<file path="config.mk">
export PLATFORM = sky130hd
export DESIGN_NAME = lpmc_top
export DESIGN_NICKNAME = d
export VERILOG_FILES = /design/src/lpmc_pkg.sv /design/src/lpmc_ext0_edge.sv /design/src/lpmc_top.sv
export SDC_FILE = /design/constraint.sdc
export NUM_CORES = 1
export LEC_CHECK = 0
export BUFFER_PORTS_ARGS = -buffer_cell sky130_fd_sc_hd__buf_2
export CELL_PAD_IN_SITES_DETAIL_PLACEMENT = 2
export CELL_PAD_IN_SITES_GLOBAL_PLACEMENT = 2
export CORE_MARGIN = 1
export CORE_UTILIZATION = 28
export DETAILED_ROUTE_END_ITERATION = 10
export PLACE_DENSITY = 0.82
export SLEW_MARGIN = 0
export SYNTH_ARGS = -nofsm -noshare
export SYNTH_HDL_FRONTEND = slang
export SYNTH_HIERARCHICAL = 1
export SYNTH_SLANG_ARGS = --single-unit
</file>
<file path="constraint.sdc">
create_clock -name sys_clk -period 4 [get_ports sys_clk]
set_input_delay 0.4 -clock sys_clk [delete_from_list [all_inputs] [get_ports sys_clk]]
set_output_delay 0.4 -clock sys_clk [all_outputs]
set_load 0.03 [all_outputs]
</file>
<file path="src/lpmc_pkg.sv">
// Constants and types for the low-power mode controller
package lpmc_pkg;

  // ----------------------------------------
  // Register map (byte addresses)
  // ----------------------------------------
  localparam int ADDR_W = 6;
  localparam logic [5:0] OFS_CTRL = 6'h00;
  localparam logic [5:0] OFS_CMD = 6'h04;
  localparam logic [5:0] OFS_IRQ = 6'h08;
  localparam logic [5:0] OFS_MISC = 6'h0c;
  localparam logic [5:0] OFS_STATUS = 6'h10;
  localparam logic [5:0] OFS_DTX = 6'h20;

  // ----------------------------------------
  // Field positions
  // ----------------------------------------
  localparam int CTRL_LOW_SPEED_ON_FLAG_BIT = 0;
  localparam int CTRL_TBS_BIT = 1;
  localparam int CTRL_IE_BIT = 2;
  localparam int CMD_STOP_BIT = 0;
  localparam int CMD_SBY_BIT = 1;
  localparam int IRQ_TA_FLAG_BIT = 0;
  localparam int IRQ_EZ_FLAG_BIT = 1;
  localparam int IRQ_TA_MASK_BIT = 2;
  localparam int IRQ_EZ_MASK_BIT = 3;
  localparam int MISC_FSEL_LSB = 0;
  localparam int MISC_PMOS_BIT = 2;
  localparam int MISC_OSC_BIT = 3;
  localparam int DTX_BIT = 3;
  localparam int STATUS_NOP_BIT = 3;

  // ----------------------------------------
  // Reset values
  // ----------------------------------------
  localparam logic [2:0] CTRL_RST = 3'h0;
  localparam logic [1:0] MASK_RST = 2'h3;
  localparam logic [3:0] MISC_RST = 4'h0;

  // ----------------------------------------
  // Timing
  // ----------------------------------------
  localparam int SYS_CLK_MHZ = 100;
  localparam int OSC_SETTLE_US = 100;
  localparam int SETTLE_CYC = OSC_SETTLE_US * SYS_CLK_MHZ;
  // Frame lengths in subclock ticks
  localparam int FRAME_TICKS_0 = 8;
  localparam int FRAME_TICKS_1 = 16;
  localparam int FRAME_TICKS_2 = 32;

  // ----------------------------------------
  // Operating modes
  // ----------------------------------------
  typedef enum logic [2:0] {
    LPMC_ACTIVE = 3'b000,
    LPMC_STANDBY = 3'b001,
    LPMC_STOP = 3'b010,
    LPMC_WATCH = 3'b011,
    LPMC_SUBACTIVE = 3'b100,
    LPMC_DIRECT_WAIT = 3'b101,
    LPMC_SETTLE = 3'b110
  } lpmc_mode_t;

endpackage : lpmc_pkg

</file>
<file path="src/lpmc_ext0_edge.sv">
// Falling-edge sampler for external interrupt zero
module lpmc_ext0_edge (
  input wire logic sys_clk,
  input wire logic rst,
  input wire logic sample_en,
  input wire logic pin_n,
  output logic fall
);
  import lpmc_pkg::*;

  logic smp;
  logic hit;

  // ----------------------------------------
  // Sampling
  // ----------------------------------------
  // Only sample points matter: short pulses between them vanish
  always_ff @(posedge sys_clk) begin
    if (rst) begin
      smp <= 1'b1;
    end else if (sample_en) begin
      smp <= pin_n;
    end
  end

  // High then low across two samples marks an edge
  always_ff @(posedge sys_clk) begin
    if (rst) begin
      hit <= 1'b0;
    end else if (sample_en) begin
      hit <= smp & ~pin_n;
    end
  end

  // Reported one sample later, at the second strobe after the edge
  assign fall = sample_en & hit;

endmodule : lpmc_ext0_edge

</file>
<file path="src/lpmc_top.sv">
// Low-power mode controller with interrupt frame and direct transfer
// ----------------------------------------
// Behaviour
// - Subactive CPU runs from the subclock
// - Subactive stop/standby goes to watch or active
// - Direct-transfer flag set only in subactive; auto-clears
// - Direct-transfer flag held at reset in active
// - Low-power interrupts follow the interrupt frame
// - Frame length chosen among three by register
// - Strobe to wake request takes settle time
// - Requests follow strobe, except during active transition
// - External edge counted at second strobe after
// - Timer A overflow aligned to strobe
// - Direct transfer enters active after settle time
// - Direct time between settle and frame plus settle
// - Reset returns device to active from anywhere
// - Stop/standby becomes no-op if interrupt blocked
// - Stop at strobe in subactive drops requests
// - Short high or low levels go undetected
// - Edge found by high-to-low consecutive samples
// - Watch wake goes active or subactive by flag
// - Watch entered by timebase stop or subactive stop
// ----------------------------------------
//
// The implementer's own choice: the Avalon-MM register port.
module lpmc_top #(
  parameter int SETTLE_CYCLES = lpmc_pkg::SETTLE_CYC,
  parameter int FRAME0 = lpmc_pkg::FRAME_TICKS_0,
  parameter int FRAME1 = lpmc_pkg::FRAME_TICKS_1,
  parameter int FRAME2 = lpmc_pkg::FRAME_TICKS_2
) (
  input wire logic sys_clk,
  input wire logic rst,
  input wire logic [lpmc_pkg::ADDR_W-1:0] avs_address,
  input wire logic avs_read,
  input wire logic avs_write,
  input wire logic [31:0] avs_writedata,
  output logic [31:0] avs_readdata,
  output logic avs_waitrequest,
  input wire logic subclk_tick,
  input wire logic timer_a_ovf,
  input wire logic ext_zero_n,
  output lpmc_pkg::lpmc_mode_t mode,
  output logic cpu_run,
  output logic cpu_clk_sub,
  output logic main_osc_en,
  output logic osc_fast_sel,
  output logic so_pmos_off,
  output logic irq_strobe,
  output logic cpu_irq
);
  import lpmc_pkg::*;

  generate
    if (SETTLE_CYCLES < 1 || FRAME0 < 2 || FRAME1 < FRAME0 ||
        FRAME2 < FRAME1) begin : g_bad_param
      $error("lpmc_top: bad settle or frame parameters");
    end
  endgenerate

  localparam int FW = $clog2(FRAME2 + 1);
  localparam int SW = $clog2(SETTLE_CYCLES + 1);

  lpmc_mode_t next_mode;
  logic ack;
  logic wr_ok;
  logic low_speed_on_flag;
  logic timebase_select_bit;
  logic global_irq_enable_flag;
  logic direct_transfer_flag;
  logic [3:0] misc_control_register;
  logic timer_a_request_flag;
  logic ext_zero_request_flag;
  logic ta_mask;
  logic ez_mask;
  logic nop_flag;
  logic ta_pend;
  logic ez_pend;
  logic ez_fall;
  logic [FW-1:0] frame_cnt;
  logic [FW-1:0] frame_last;
  logic [SW-1:0] settle_cnt;
  logic strobe;
  logic deliver;
  logic flag_gate;
  logic lose;
  logic ta_event;
  logic ez_event;
  logic irq_any;
  logic cmd_ok;
  logic cmd_stop;
  logic cmd_sby;
  logic cancel;
  logic eff_stop;
  logic eff_sby;

  // ----------------------------------------
  // Avalon-MM slave, one wait state
  // ----------------------------------------
  assign avs_waitrequest = (avs_read | avs_write) & ~ack;
  assign wr_ok = avs_write & ack;

  always_ff @(posedge sys_clk) begin
    if (rst) begin
      ack <= 1'b0;
    end else begin
      ack <= (avs_read | avs_write) & ~ack;
    end
  end

  always_ff @(posedge sys_clk) begin
    if (rst) begin
      avs_readdata <= 32'h0;
    end else if (avs_read & ~ack) begin
      unique case (avs_address)
        OFS_CTRL: avs_readdata <= {29'h0, global_irq_enable_flag,
                                   timebase_select_bit, low_speed_on_flag};
        OFS_IRQ: avs_readdata <= {28'h0, ez_mask, ta_mask,
                                  ext_zero_request_flag,
                                  timer_a_request_flag};
        OFS_MISC: avs_readdata <= {28'h0, misc_control_register};
        OFS_STATUS: avs_readdata <= {28'h0, nop_flag, mode};
        OFS_DTX: avs_readdata <= {28'h0, direct_transfer_flag, 3'h0};
        default: avs_readdata <= 32'h0;
      endcase
    end
  end

  // ----------------------------------------
  // Control registers
  // ----------------------------------------
  always_ff @(posedge sys_clk) begin
    if (rst) begin
      {global_irq_enable_flag, timebase_select_bit,
       low_speed_on_flag} <= CTRL_RST;
    end else if (wr_ok && avs_address == OFS_CTRL) begin
      low_speed_on_flag <= avs_writedata[CTRL_LOW_SPEED_ON_FLAG_BIT];
      timebase_select_bit <= avs_writedata[CTRL_TBS_BIT];
      global_irq_enable_flag <= avs_writedata[CTRL_IE_BIT];
    end
  end

  always_ff @(posedge sys_clk) begin
    if (rst) begin
      misc_control_register <= MISC_RST;
    end else if (wr_ok && avs_address == OFS_MISC) begin
      misc_control_register <= avs_writedata[3:0];
    end
  end

  // Wrong setting upsets subclock logic; software owns it
  assign osc_fast_sel = misc_control_register[MISC_OSC_BIT];
  assign so_pmos_off = misc_control_register[MISC_PMOS_BIT];

  always_ff @(posedge sys_clk) begin
    if (rst) begin
      {ez_mask, ta_mask} <= MASK_RST;
    end else if (wr_ok && avs_address == OFS_IRQ) begin
      ta_mask <= avs_writedata[IRQ_TA_MASK_BIT];
      ez_mask <= avs_writedata[IRQ_EZ_MASK_BIT];
    end
  end

  always_ff @(posedge sys_clk) begin
    if (rst) begin
      direct_transfer_flag <= 1'b0;
    end else if (mode == LPMC_ACTIVE) begin
      direct_transfer_flag <= 1'b0;
    end else if (wr_ok && avs_address == OFS_DTX &&
                 mode == LPMC_SUBACTIVE) begin
      direct_transfer_flag <= avs_writedata[DTX_BIT];
    end
  end

  // ----------------------------------------
  // Interrupt frame
  // ----------------------------------------
  always_comb begin
    unique case (misc_control_register[MISC_FSEL_LSB +: 2])
      2'h0: frame_last = FW'(FRAME0 - 1);
      2'h1: frame_last = FW'(FRAME1 - 1);
      default: frame_last = FW'(FRAME2 - 1);
    endcase
  end

  assign strobe = subclk_tick & (frame_cnt >= frame_last);
  assign irq_strobe = strobe;

  always_ff @(posedge sys_clk) begin
    if (rst) begin
      frame_cnt <= '0;
    end else if (strobe) begin
      frame_cnt <= '0;
    end else if (subclk_tick) begin
      frame_cnt <= frame_cnt + 1'b1;
    end
  end

  // ----------------------------------------
  // Event alignment
  // ----------------------------------------
  // Full-speed modes pass events at once; watch and subactive only
  // at a strobe; transitions to active hold them pending
  assign deliver = strobe &
                   (mode == LPMC_WATCH || mode == LPMC_SUBACTIVE);
  assign flag_gate = mode == LPMC_ACTIVE || mode == LPMC_STANDBY ||
                     deliver;
  assign lose = deliver & cmd_ok & (cmd_stop | cmd_sby) &
                mode == LPMC_SUBACTIVE;

  lpmc_ext0_edge u_ext0_edge (
    .sys_clk(sys_clk),
    .rst(rst),
    .sample_en((mode == LPMC_ACTIVE || mode == LPMC_STANDBY) |
               (strobe && mode != LPMC_STOP)),
    .pin_n(ext_zero_n),
    .fall(ez_fall)
  );

  assign ta_event = (ta_pend | timer_a_ovf) & flag_gate & ~lose;
  assign ez_event = (ez_pend | ez_fall) & flag_gate & ~lose;

  always_ff @(posedge sys_clk) begin
    if (rst || mode == LPMC_STOP || flag_gate) begin
      ta_pend <= 1'b0;
    end else if (timer_a_ovf) begin
      ta_pend <= 1'b1;
    end
  end

  always_ff @(posedge sys_clk) begin
    if (rst || mode == LPMC_STOP || flag_gate) begin
      ez_pend <= 1'b0;
    end else if (ez_fall) begin
      ez_pend <= 1'b1;
    end
  end

  // A set in the clearing cycle wins
  always_ff @(posedge sys_clk) begin
    if (rst) begin
      timer_a_request_flag <= 1'b0;
    end else if (ta_event) begin
      timer_a_request_flag <= 1'b1;
    end else if (wr_ok && avs_address == OFS_IRQ &&
                 avs_writedata[IRQ_TA_FLAG_BIT]) begin
      timer_a_request_flag <= 1'b0;
    end
  end

  always_ff @(posedge sys_clk) begin
    if (rst) begin
      ext_zero_request_flag <= 1'b0;
    end else if (ez_event) begin
      ext_zero_request_flag <= 1'b1;
    end else if (wr_ok && avs_address == OFS_IRQ &&
                 avs_writedata[IRQ_EZ_FLAG_BIT]) begin
      ext_zero_request_flag <= 1'b0;
    end
  end

  assign irq_any = (timer_a_request_flag & ~ta_mask) |
                   (ext_zero_request_flag & ~ez_mask);
  assign cpu_irq = irq_any & global_irq_enable_flag &
                   (mode == LPMC_ACTIVE || mode == LPMC_SUBACTIVE);

  // ----------------------------------------
  // Stop and standby commands
  // ----------------------------------------
  assign cmd_ok = wr_ok && avs_address == OFS_CMD &&
                  (mode == LPMC_ACTIVE || mode == LPMC_SUBACTIVE);
  assign cmd_stop = avs_writedata[CMD_STOP_BIT];
  assign cmd_sby = avs_writedata[CMD_SBY_BIT] & ~cmd_stop;
  // Pending unmasked flag with interrupts off would never wake us
  assign cancel = ~global_irq_enable_flag & irq_any;
  assign eff_stop = cmd_ok & cmd_stop & ~cancel;
  assign eff_sby = cmd_ok & cmd_sby & ~cancel;

  always_ff @(posedge sys_clk) begin
    if (rst) begin
      nop_flag <= 1'b0;
    end else if (cmd_ok & (cmd_stop | cmd_sby)) begin
      nop_flag <= cancel;
    end
  end

  // ----------------------------------------
  // Mode sequencer
  // ----------------------------------------
  always_comb begin
    next_mode = mode;
    unique case (mode)
      LPMC_ACTIVE: begin
        if (eff_stop) begin
          next_mode = timebase_select_bit ? LPMC_WATCH : LPMC_STOP;
        end else if (eff_sby) begin
          next_mode = LPMC_STANDBY;
        end
      end
      LPMC_STANDBY: begin
        if (irq_any) begin
          next_mode = LPMC_ACTIVE;
        end
      end
      LPMC_STOP: begin
        next_mode = LPMC_STOP;
      end
      LPMC_WATCH: begin
        if (ta_event | ez_event) begin
          next_mode = low_speed_on_flag ? LPMC_SUBACTIVE
                                        : LPMC_SETTLE;
        end
      end
      LPMC_SUBACTIVE: begin
        if (eff_stop | eff_sby) begin
          if (~low_speed_on_flag & direct_transfer_flag) begin
            next_mode = LPMC_DIRECT_WAIT;
          end else begin
            next_mode = LPMC_WATCH;
          end
        end
      end
      LPMC_DIRECT_WAIT: begin
        // Frame alignment keeps the transfer under frame plus settle
        if (strobe) begin
          next_mode = LPMC_SETTLE;
        end
      end
      LPMC_SETTLE: begin
        if (settle_cnt == SW'(SETTLE_CYCLES - 1)) begin
          next_mode = LPMC_ACTIVE;
        end
      end
      default: next_mode = LPMC_ACTIVE;
    endcase
  end

  always_ff @(posedge sys_clk) begin
    if (rst) begin
      mode <= LPMC_ACTIVE;
    end else begin
      mode <= next_mode;
    end
  end

  always_ff @(posedge sys_clk) begin
    if (rst || mode != LPMC_SETTLE) begin
      settle_cnt <= '0;
    end else begin
      settle_cnt <= settle_cnt + 1'b1;
    end
  end

  // ----------------------------------------
  // Clock and oscillator controls
  // ----------------------------------------
  always_ff @(posedge sys_clk) begin
    if (rst) begin
      cpu_run <= 1'b1;
      cpu_clk_sub <= 1'b0;
      main_osc_en <= 1'b1;
    end else begin
      cpu_run <= next_mode == LPMC_ACTIVE ||
                 next_mode == LPMC_SUBACTIVE;
      cpu_clk_sub <= next_mode == LPMC_SUBACTIVE;
      main_osc_en <= next_mode == LPMC_ACTIVE ||
                     next_mode == LPMC_STANDBY ||
                     next_mode == LPMC_SETTLE;
    end
  end

endmodule : lpmc_top

</file>
# Word-level counts from Yosys, hierarchy flattened
# Cells that the tools add are included.
# totals
out_inout_bits	43
ramBits	0
word_cells	131
latch_bits	0
input_bits	45
mem_bits_ro	0
regBits	76
n_memories	0
# classes
bitwise	43
eq_ne	18
n_mul	0
muxes	17
add_sub_neg	2
reduce_logical	28
shifts	0
div	0
magnitude_cmp	1
# op_table
cell	n
1-bit bitwise AND	26
3-bit two-way mux	8
3-bit one-hot mux with 7 select lines	1
4-bit one-hot mux with 5 select lines	1
3-bit equality test, second input constant	5
14-bit by 1-bit adder with 14-bit output, second input constant	1
14-bit equality test, second input constant	1
6-bit by 4-bit equality test with 1-bit output, second input constant	2
1-bit logical AND	10
1-bit logical OR	10
5-bit one-hot mux with 2 select lines	1
1-bit inverter	9
1-bit bitwise OR	8
6-bit by 1-bit adder with 6-bit output, second input constant	1
3-bit by 1-bit equality test with 1-bit output, second input constant	2
3-bit by 2-bit equality test with 1-bit output, second input constant	2
6-bit by 3-bit equality test with 1-bit output, second input constant	1
6-bit by 5-bit equality test with 1-bit output, second input constant	1
6-bit equality test, second input constant	1
6-bit >= comparator	1
3-bit logical NOT	2
6-bit logical NOT	1
1-bit two-way mux	5
2-bit nonzero test	2
6 further kinds	7

# Depth between registers and ports, before layout
# logic_depth
word_depth	16
depth_mapped	11
depth_no_buf	11

# Hierarchy
# Netlist, hierarchy kept.
# by_module_without_submodules
mod	cells_each	instances	area_each_um2
lpmc_top	296	1	2504.9
lpmc_ext0_edge	8	1	81.3

# Least setup slack after synthesis
# No wires, ideal clock.
# synth_path
kind	register -> register
startpoint	reg misc_control_register[1]
endpoint	reg main_osc_en
path_stages_with_launch	11
setup_slack_ns	1.192
required_time_ns	3.870
period_less_slack_ns	2.808
arrival_time_ns	2.678
path_buffers	0
cell_sequence	dfxtp_1 inv_1 ha_1 a211o_1 a22oi_2 o22ai_1 and2_2 o41a_1 nor3b_1 nor4b_1 mux2i_1
# synth_via
elab_chain_len	16
elab_cells_between_ends	28
# synth_lines
item	line	text
start: declaration	lpmc_top.sv:71	logic [3:0] misc_control_register;
start signal: assignment	lpmc_top.sv:147	misc_control_register <= avs_writedata[3:0];
2-bit by 1-bit equality test with 1-bit output / 2-bit logical NOT (equally long branches)	lpmc_top.sv:179	unique case (misc_control_register[MISC_FSEL_LSB +: 2])
5-bit one-hot mux with 2 select lines *	lpmc_top.sv:179	
6-bit >= comparator *	lpmc_top.sv:186	assign strobe = subclk_tick & (frame_cnt >= frame_last);
1-bit bitwise AND *	lpmc_top.sv:186	
1-bit logical AND *	lpmc_top.sv:215	(strobe && mode != LPMC_STOP)),
1-bit bitwise OR *	lpmc_top.sv:214	.sample_en((mode == LPMC_ACTIVE || mode == LPMC_STANDBY) |
1-bit bitwise AND *	lpmc_ext0_edge.sv:36	assign fall = sample_en & hit;
net ez_fall	lpmc_top.sv:79	logic ez_fall;
1-bit bitwise OR *	lpmc_top.sv:221	assign ez_event = (ez_pend | ez_fall) & flag_gate & ~lose;
1-bit bitwise AND * (2 in a row)	lpmc_top.sv:221	
1-bit bitwise OR *	lpmc_top.sv:309	if (ta_event | ez_event) begin
3-bit two-way mux *	lpmc_top.sv:309	
3-bit one-hot mux with 7 select lines *	lpmc_top.sv:292	unique case (mode)
3-bit by 1-bit equality test with 1-bit output / 3-bit logical NOT (equally long branches)	lpmc_top.sv:367, lpmc_top.sv:366	
1-bit logical OR	lpmc_top.sv:366	main_osc_en <= next_mode == LPMC_ACTIVE ||
1-bit logical OR *	lpmc_top.sv:367	next_mode == LPMC_STANDBY ||
end signal: assignment	lpmc_top.sv:366	
end: declaration	lpmc_top.sv:46	output logic main_osc_en,
# Mark *: on every way through the listed nets, which the timed path passes. The rest lies on a longest branch.
# A chain may end at the register's enable or synchronous reset.

# Final worst setup path
# Ends and elaborated chain as after synthesis.

==> results by stage <==
Clocking:
- Counting along the longest clock path gives a buffer depth of 2.
- After clock tree synthesis, the repair step resized 0 gates.
- Clock-pin slew was measured on the worst setup and hold paths at around 0.09 ns.
- The count of buffers added by post-CTS timing repair for setup is 0.
- The CTS H-tree depth is 2.
- The clock buffer count from CTS is 5.
- The clock net in this run drives a total of 48 sinks.
- For the worst-skew pair, the clock arrives at the later sink with an insertion delay of 0.30 ns.
- In this run, post-CTS hold repair placed 0 buffers.
- TritonCTS built the clock tree.
- CTS placed an instance of sky130_fd_sc_hd__clkbuf_8 at the clock tree root.

Finish:
- The non-filler instance count after layout is 440.
- The number of antenna diodes in the final layout is 0.
- Of the cells placed in the final design, the portion with a size suffix greater than 1 is 0.148.
- The net count reported at finish is 380.
- The post-synthesis to final-layout area growth is 10.3%.
- For this run, the share of the core covered by cells in the final layout is 0.322.
- Counting the fill cells in the layout gives between 1,000 and 1,500.
- The post-layout instance area is 2850 µm².

Place:
- Once detailed placement completed, the half-perimeter wirelength came to 4960 µm.
- Before CTS, the worst setup slack after placement is 0.954 ns.
- Including well taps, the total number of placed cells is 432.
- Routability-driven placement finished with a final weighted congestion of 0.811.
- The placed instance area is 2730 µm².
- The count of buffers added on input and output ports is 31.

Worst setup path:
- The setup path with the least slack is of type reg -> reg.
- The most critical setup path has its endpoint at main_osc_en.
- The setup slack of the most critical reg-to-reg path is 0.97 ns.
- The worst reg2reg path depth is 11.
- For the worst setup path, the data required time is 4.22 ns.
- Along the worst path, the maximum fanout reaches 10.
- The worst setup path is captured at a flop.
- STA classifies the critical path startpoint as a flop.
- The beginning of the critical path is misc_control_register[1].
- The endpoint of the worst register-to-register path is main_osc_en.
- In this run the critical register-to-register path is launched from misc_control_register[1].
- The critical path data arrival time is 3.26 ns.

Floorplanning:
- The die boundary width is ~100 µm.
- The floorplan step defined a die boundary enclosing 9620 µm².
- For this configuration, the core starts out at a cell density of 0.292.
- The core box area is 8850 µm².
- The floorplan has 34 rows.
- The vertical die dimension is approximately 98 µm.
- The number of I/O pins is 88.

Power:
- The share of total power dissipated in the clock network is 0.400.
- The proportion of total power due to net switching is 0.244.
- Of the total power, registers draw 0.510.
- The part of the power in combinational logic is 0.090.
- In this run the static leakage power is 1.13 nW.
- After layout, the design draws a total of 0.957 mW.
- Cell internal power was estimated by the tool at 0.724 mW.
- Summed over all nets, the switching power comes to 0.234 mW.
- For this design the ratio of total power to cell area is about 340 nW/µm².
- The worst-case IR drop observed on VDD is 0.132 mV.

Detailed routing:
- The routed length per placed instance is 14.6 µm.
- The number of vias after detailed routing is 2,114.
- In the routed layout, each cell is associated on average with a via count of 4.80.
- The residual DRC count is 4.
- After the first detailed-routing iteration, the DRC count stood at 42.
- The first detailed-routing pass ran for 7 iterations.
- The routed wire length is 6440 µm.
- The remaining antenna violation count after routing is 0.

Logic synthesis:
- The number of synthesis warnings is 6.
- The instance count of the mapped netlist is 304.
- Sorting the synthesized cells by how often they occur yields sky130_fd_sc_hd__nor2_1 (49), sky130_fd_sc_hd__dfxtp_1 (48), sky130_fd_sc_hd__buf_4 (28).
- The leading register cell type out of synthesis is sky130_fd_sc_hd__dfxtp_1.
- The library cell with the largest summed area after synthesis is sky130_fd_sc_hd__dfxtp_1.
- Of the post-synthesis cell area, the dominant cell type holds 0.372.
- The number of synthesized register bits is 48.
- The count of unique library cells instantiated by Yosys is 51.
- Ranked by total cell area, the synthesized netlist is headed by sky130_fd_sc_hd__dfxtp_1 (37%), sky130_fd_sc_hd__buf_4 (8.1%), sky130_fd_sc_hd__nor2_1 (7.1%).
- The number of synthesized flops with an enable pin is 0.
- The post-synthesis cell area is 2590 µm².
- The proportion of synthesized chip area in sequential cells is 0.372.
- Of all flip-flops after synthesis, the portion carrying an async set or reset was 0.
- By instance count, the leading cell after synthesis is sky130_fd_sc_hd__nor2_1.
- After synthesis, the mean cell area works out to 8.51 µm².

STA:
- Summed over all failing endpoints, the final setup total negative slack is 0 ns.
- In the post-route analysis, the smallest setup slack over all paths is 0.967 ns.
- The transition time at the pin with the least slew margin is 0.647 ns.
- The worst slew slack as a fraction of its limit is 0.565.
- The number of hold-slack violations in the final timing report was 0.
- The minimum clock period after layout is 3.03 ns.
- The maximum operating frequency is 0.330 GHz.
- The smallest hold slack is between 0.3 and 0.4 ns.
- Setup repair after global routing left no endpoint under its margin.
- In the finished design, the share of the clock period the worst path needs comes to 0.758.
- The number of pins with negative max-slew slack in the final report was 0.
- Clock skew on the completed layout was measured at 0.00727 ns.
- Setup violations remaining at the end of the flow were counted as 0.

Global route:
- The first global-routing pass estimated roughly 11,000 µm of wire.
- The initial antenna violation count is 0.
- For this run, the total global-route usage over all layers was measured as 0.134.
- The total overflow left after global routing is 0.
- The via count of the first global-routing pass is 2,154.
- Entering global routing, the biggest net connects 26 pins.

Run status:
- The checks that failed: design-rule violations.
- The run finished, with violations left.

Run:
- Across the run, the number of max-cap violations was 0.

Hold path:
- The class of the tightest hold or removal check is in -> reg.
[logic make-up after synthesis]
| kind of cell | count (synthesis) | share of synthesized area |
|---|---|---|
| AOI/OAI and AO/OA | 40 | 0.110 |
| xor gates and xnor gates | 17 | 0.0576 |
| adders and majority gates | 4 | 0.0194 |
| buffers and inverters | 48 | 0.113 |
| DFF | 48 | 0.372 |
| muxes | 18 | 0.0697 |
| other | 1 | 0.00145 |
| and+or+nand+nor | 128 | 0.257 |
[worst min path at each step]
stage | startpoint | to | slack [ns] | cells after the start
final | ext_zero_n | u_ext0_edge/smp | 0.32 | 2
after global routing | ext_zero_n | u_ext0_edge/smp | 0.33 | 2
after CTS | ext_zero_n | u_ext0_edge/smp | 0.32 | 2
after detailed placement | settle_cnt[0] | settle_cnt[0] | 0.46 | 1
after global placement | settle_cnt[0] | settle_cnt[0] | 0.45 | 1
after floorplan | settle_cnt[0] | settle_cnt[0] | 0.43 | 1
[power by group through the flow]
stage | Sequential (mW) | Combinational (mW) | Clock [mW]
final | 0.488 | 0.0866 | 0.383
after global routing | 0.489 | 0.0933 | 0.418
after CTS | 0.488 | 0.0868 | 0.399
after detailed placement | 0.499 | 0.0864 | 0
after global placement | 0.499 | 0.0839 | 0
after floorplan | 0.498 | 0.0872 | 0
[cell type report]
| cell class | count | area (µm²) | share of cell area |
|---|---|---|---|
| well taps | 108 | 135 | 0.0474 |
| inverters | 9 | 33.8 | 0.0118 |
| flip-flops and latches | 48 | 961 | 0.337 |
| clock buffers | 7 | 96.3 | 0.0338 |
| multi-input cells | 235 | 1430 | 0.503 |
| repair buffers | 32 | 163 | 0.0570 |
| clock inverters | 1 | 30.0 | 0.0105 |
[cell usage in the layout, fill, tap and decap left out, types with 9 or more instances in the layout]
cell                       n
sky130_fd_sc_hd__nand2_1  19
sky130_fd_sc_hd__xor2_1    9
sky130_fd_sc_hd__buf_2    31
sky130_fd_sc_hd__conb_1   28
sky130_fd_sc_hd__nor3_1    9
sky130_fd_sc_hd__nor2b_1   9
sky130_fd_sc_hd__nor2_1   49
sky130_fd_sc_hd__mux2i_1  18
sky130_fd_sc_hd__dfxtp_1  48
[metal layers]
| layer | vias up | GRT usage | wire, µm |
|---|---|---|---|
| met5 | - | 0 | 0 |
| met1 | 1037 | 0.161 | 2870 |
| met3 | 2 | 0.0293 | 241 |
| met2 | 34 | 0.248 | 3310 |
| met4 | 0 | 0.0175 | 21 |
| li1 | 1041 | - | - |
[critical path, stage by stage (launching register included)]
cell and delay (ns):
sky130_fd_sc_hd__dfxtp_1 0.40, sky130_fd_sc_hd__inv_1 0.06, sky130_fd_sc_hd__ha_1 0.28, sky130_fd_sc_hd__a211o_1 0.31, sky130_fd_sc_hd__a22oi_2 0.18, sky130_fd_sc_hd__buf_4 0.19
sky130_fd_sc_hd__o22ai_1 0.15, sky130_fd_sc_hd__and2_2 0.27, sky130_fd_sc_hd__o41ai_1 0.40, sky130_fd_sc_hd__o31ai_1 0.12, sky130_fd_sc_hd__o211ai_1 0.37, sky130_fd_sc_hd__mux2i_1 0.23
[sequential cells by signal, summed over array words and instances (netlist names), 3 cells and up]
signal                 count
misc_control_register      4
settle_cnt                14
frame_cnt                  6
mode                       3
avs_readdata               4
No activity file was read; power rests on OpenSTA's default activity.
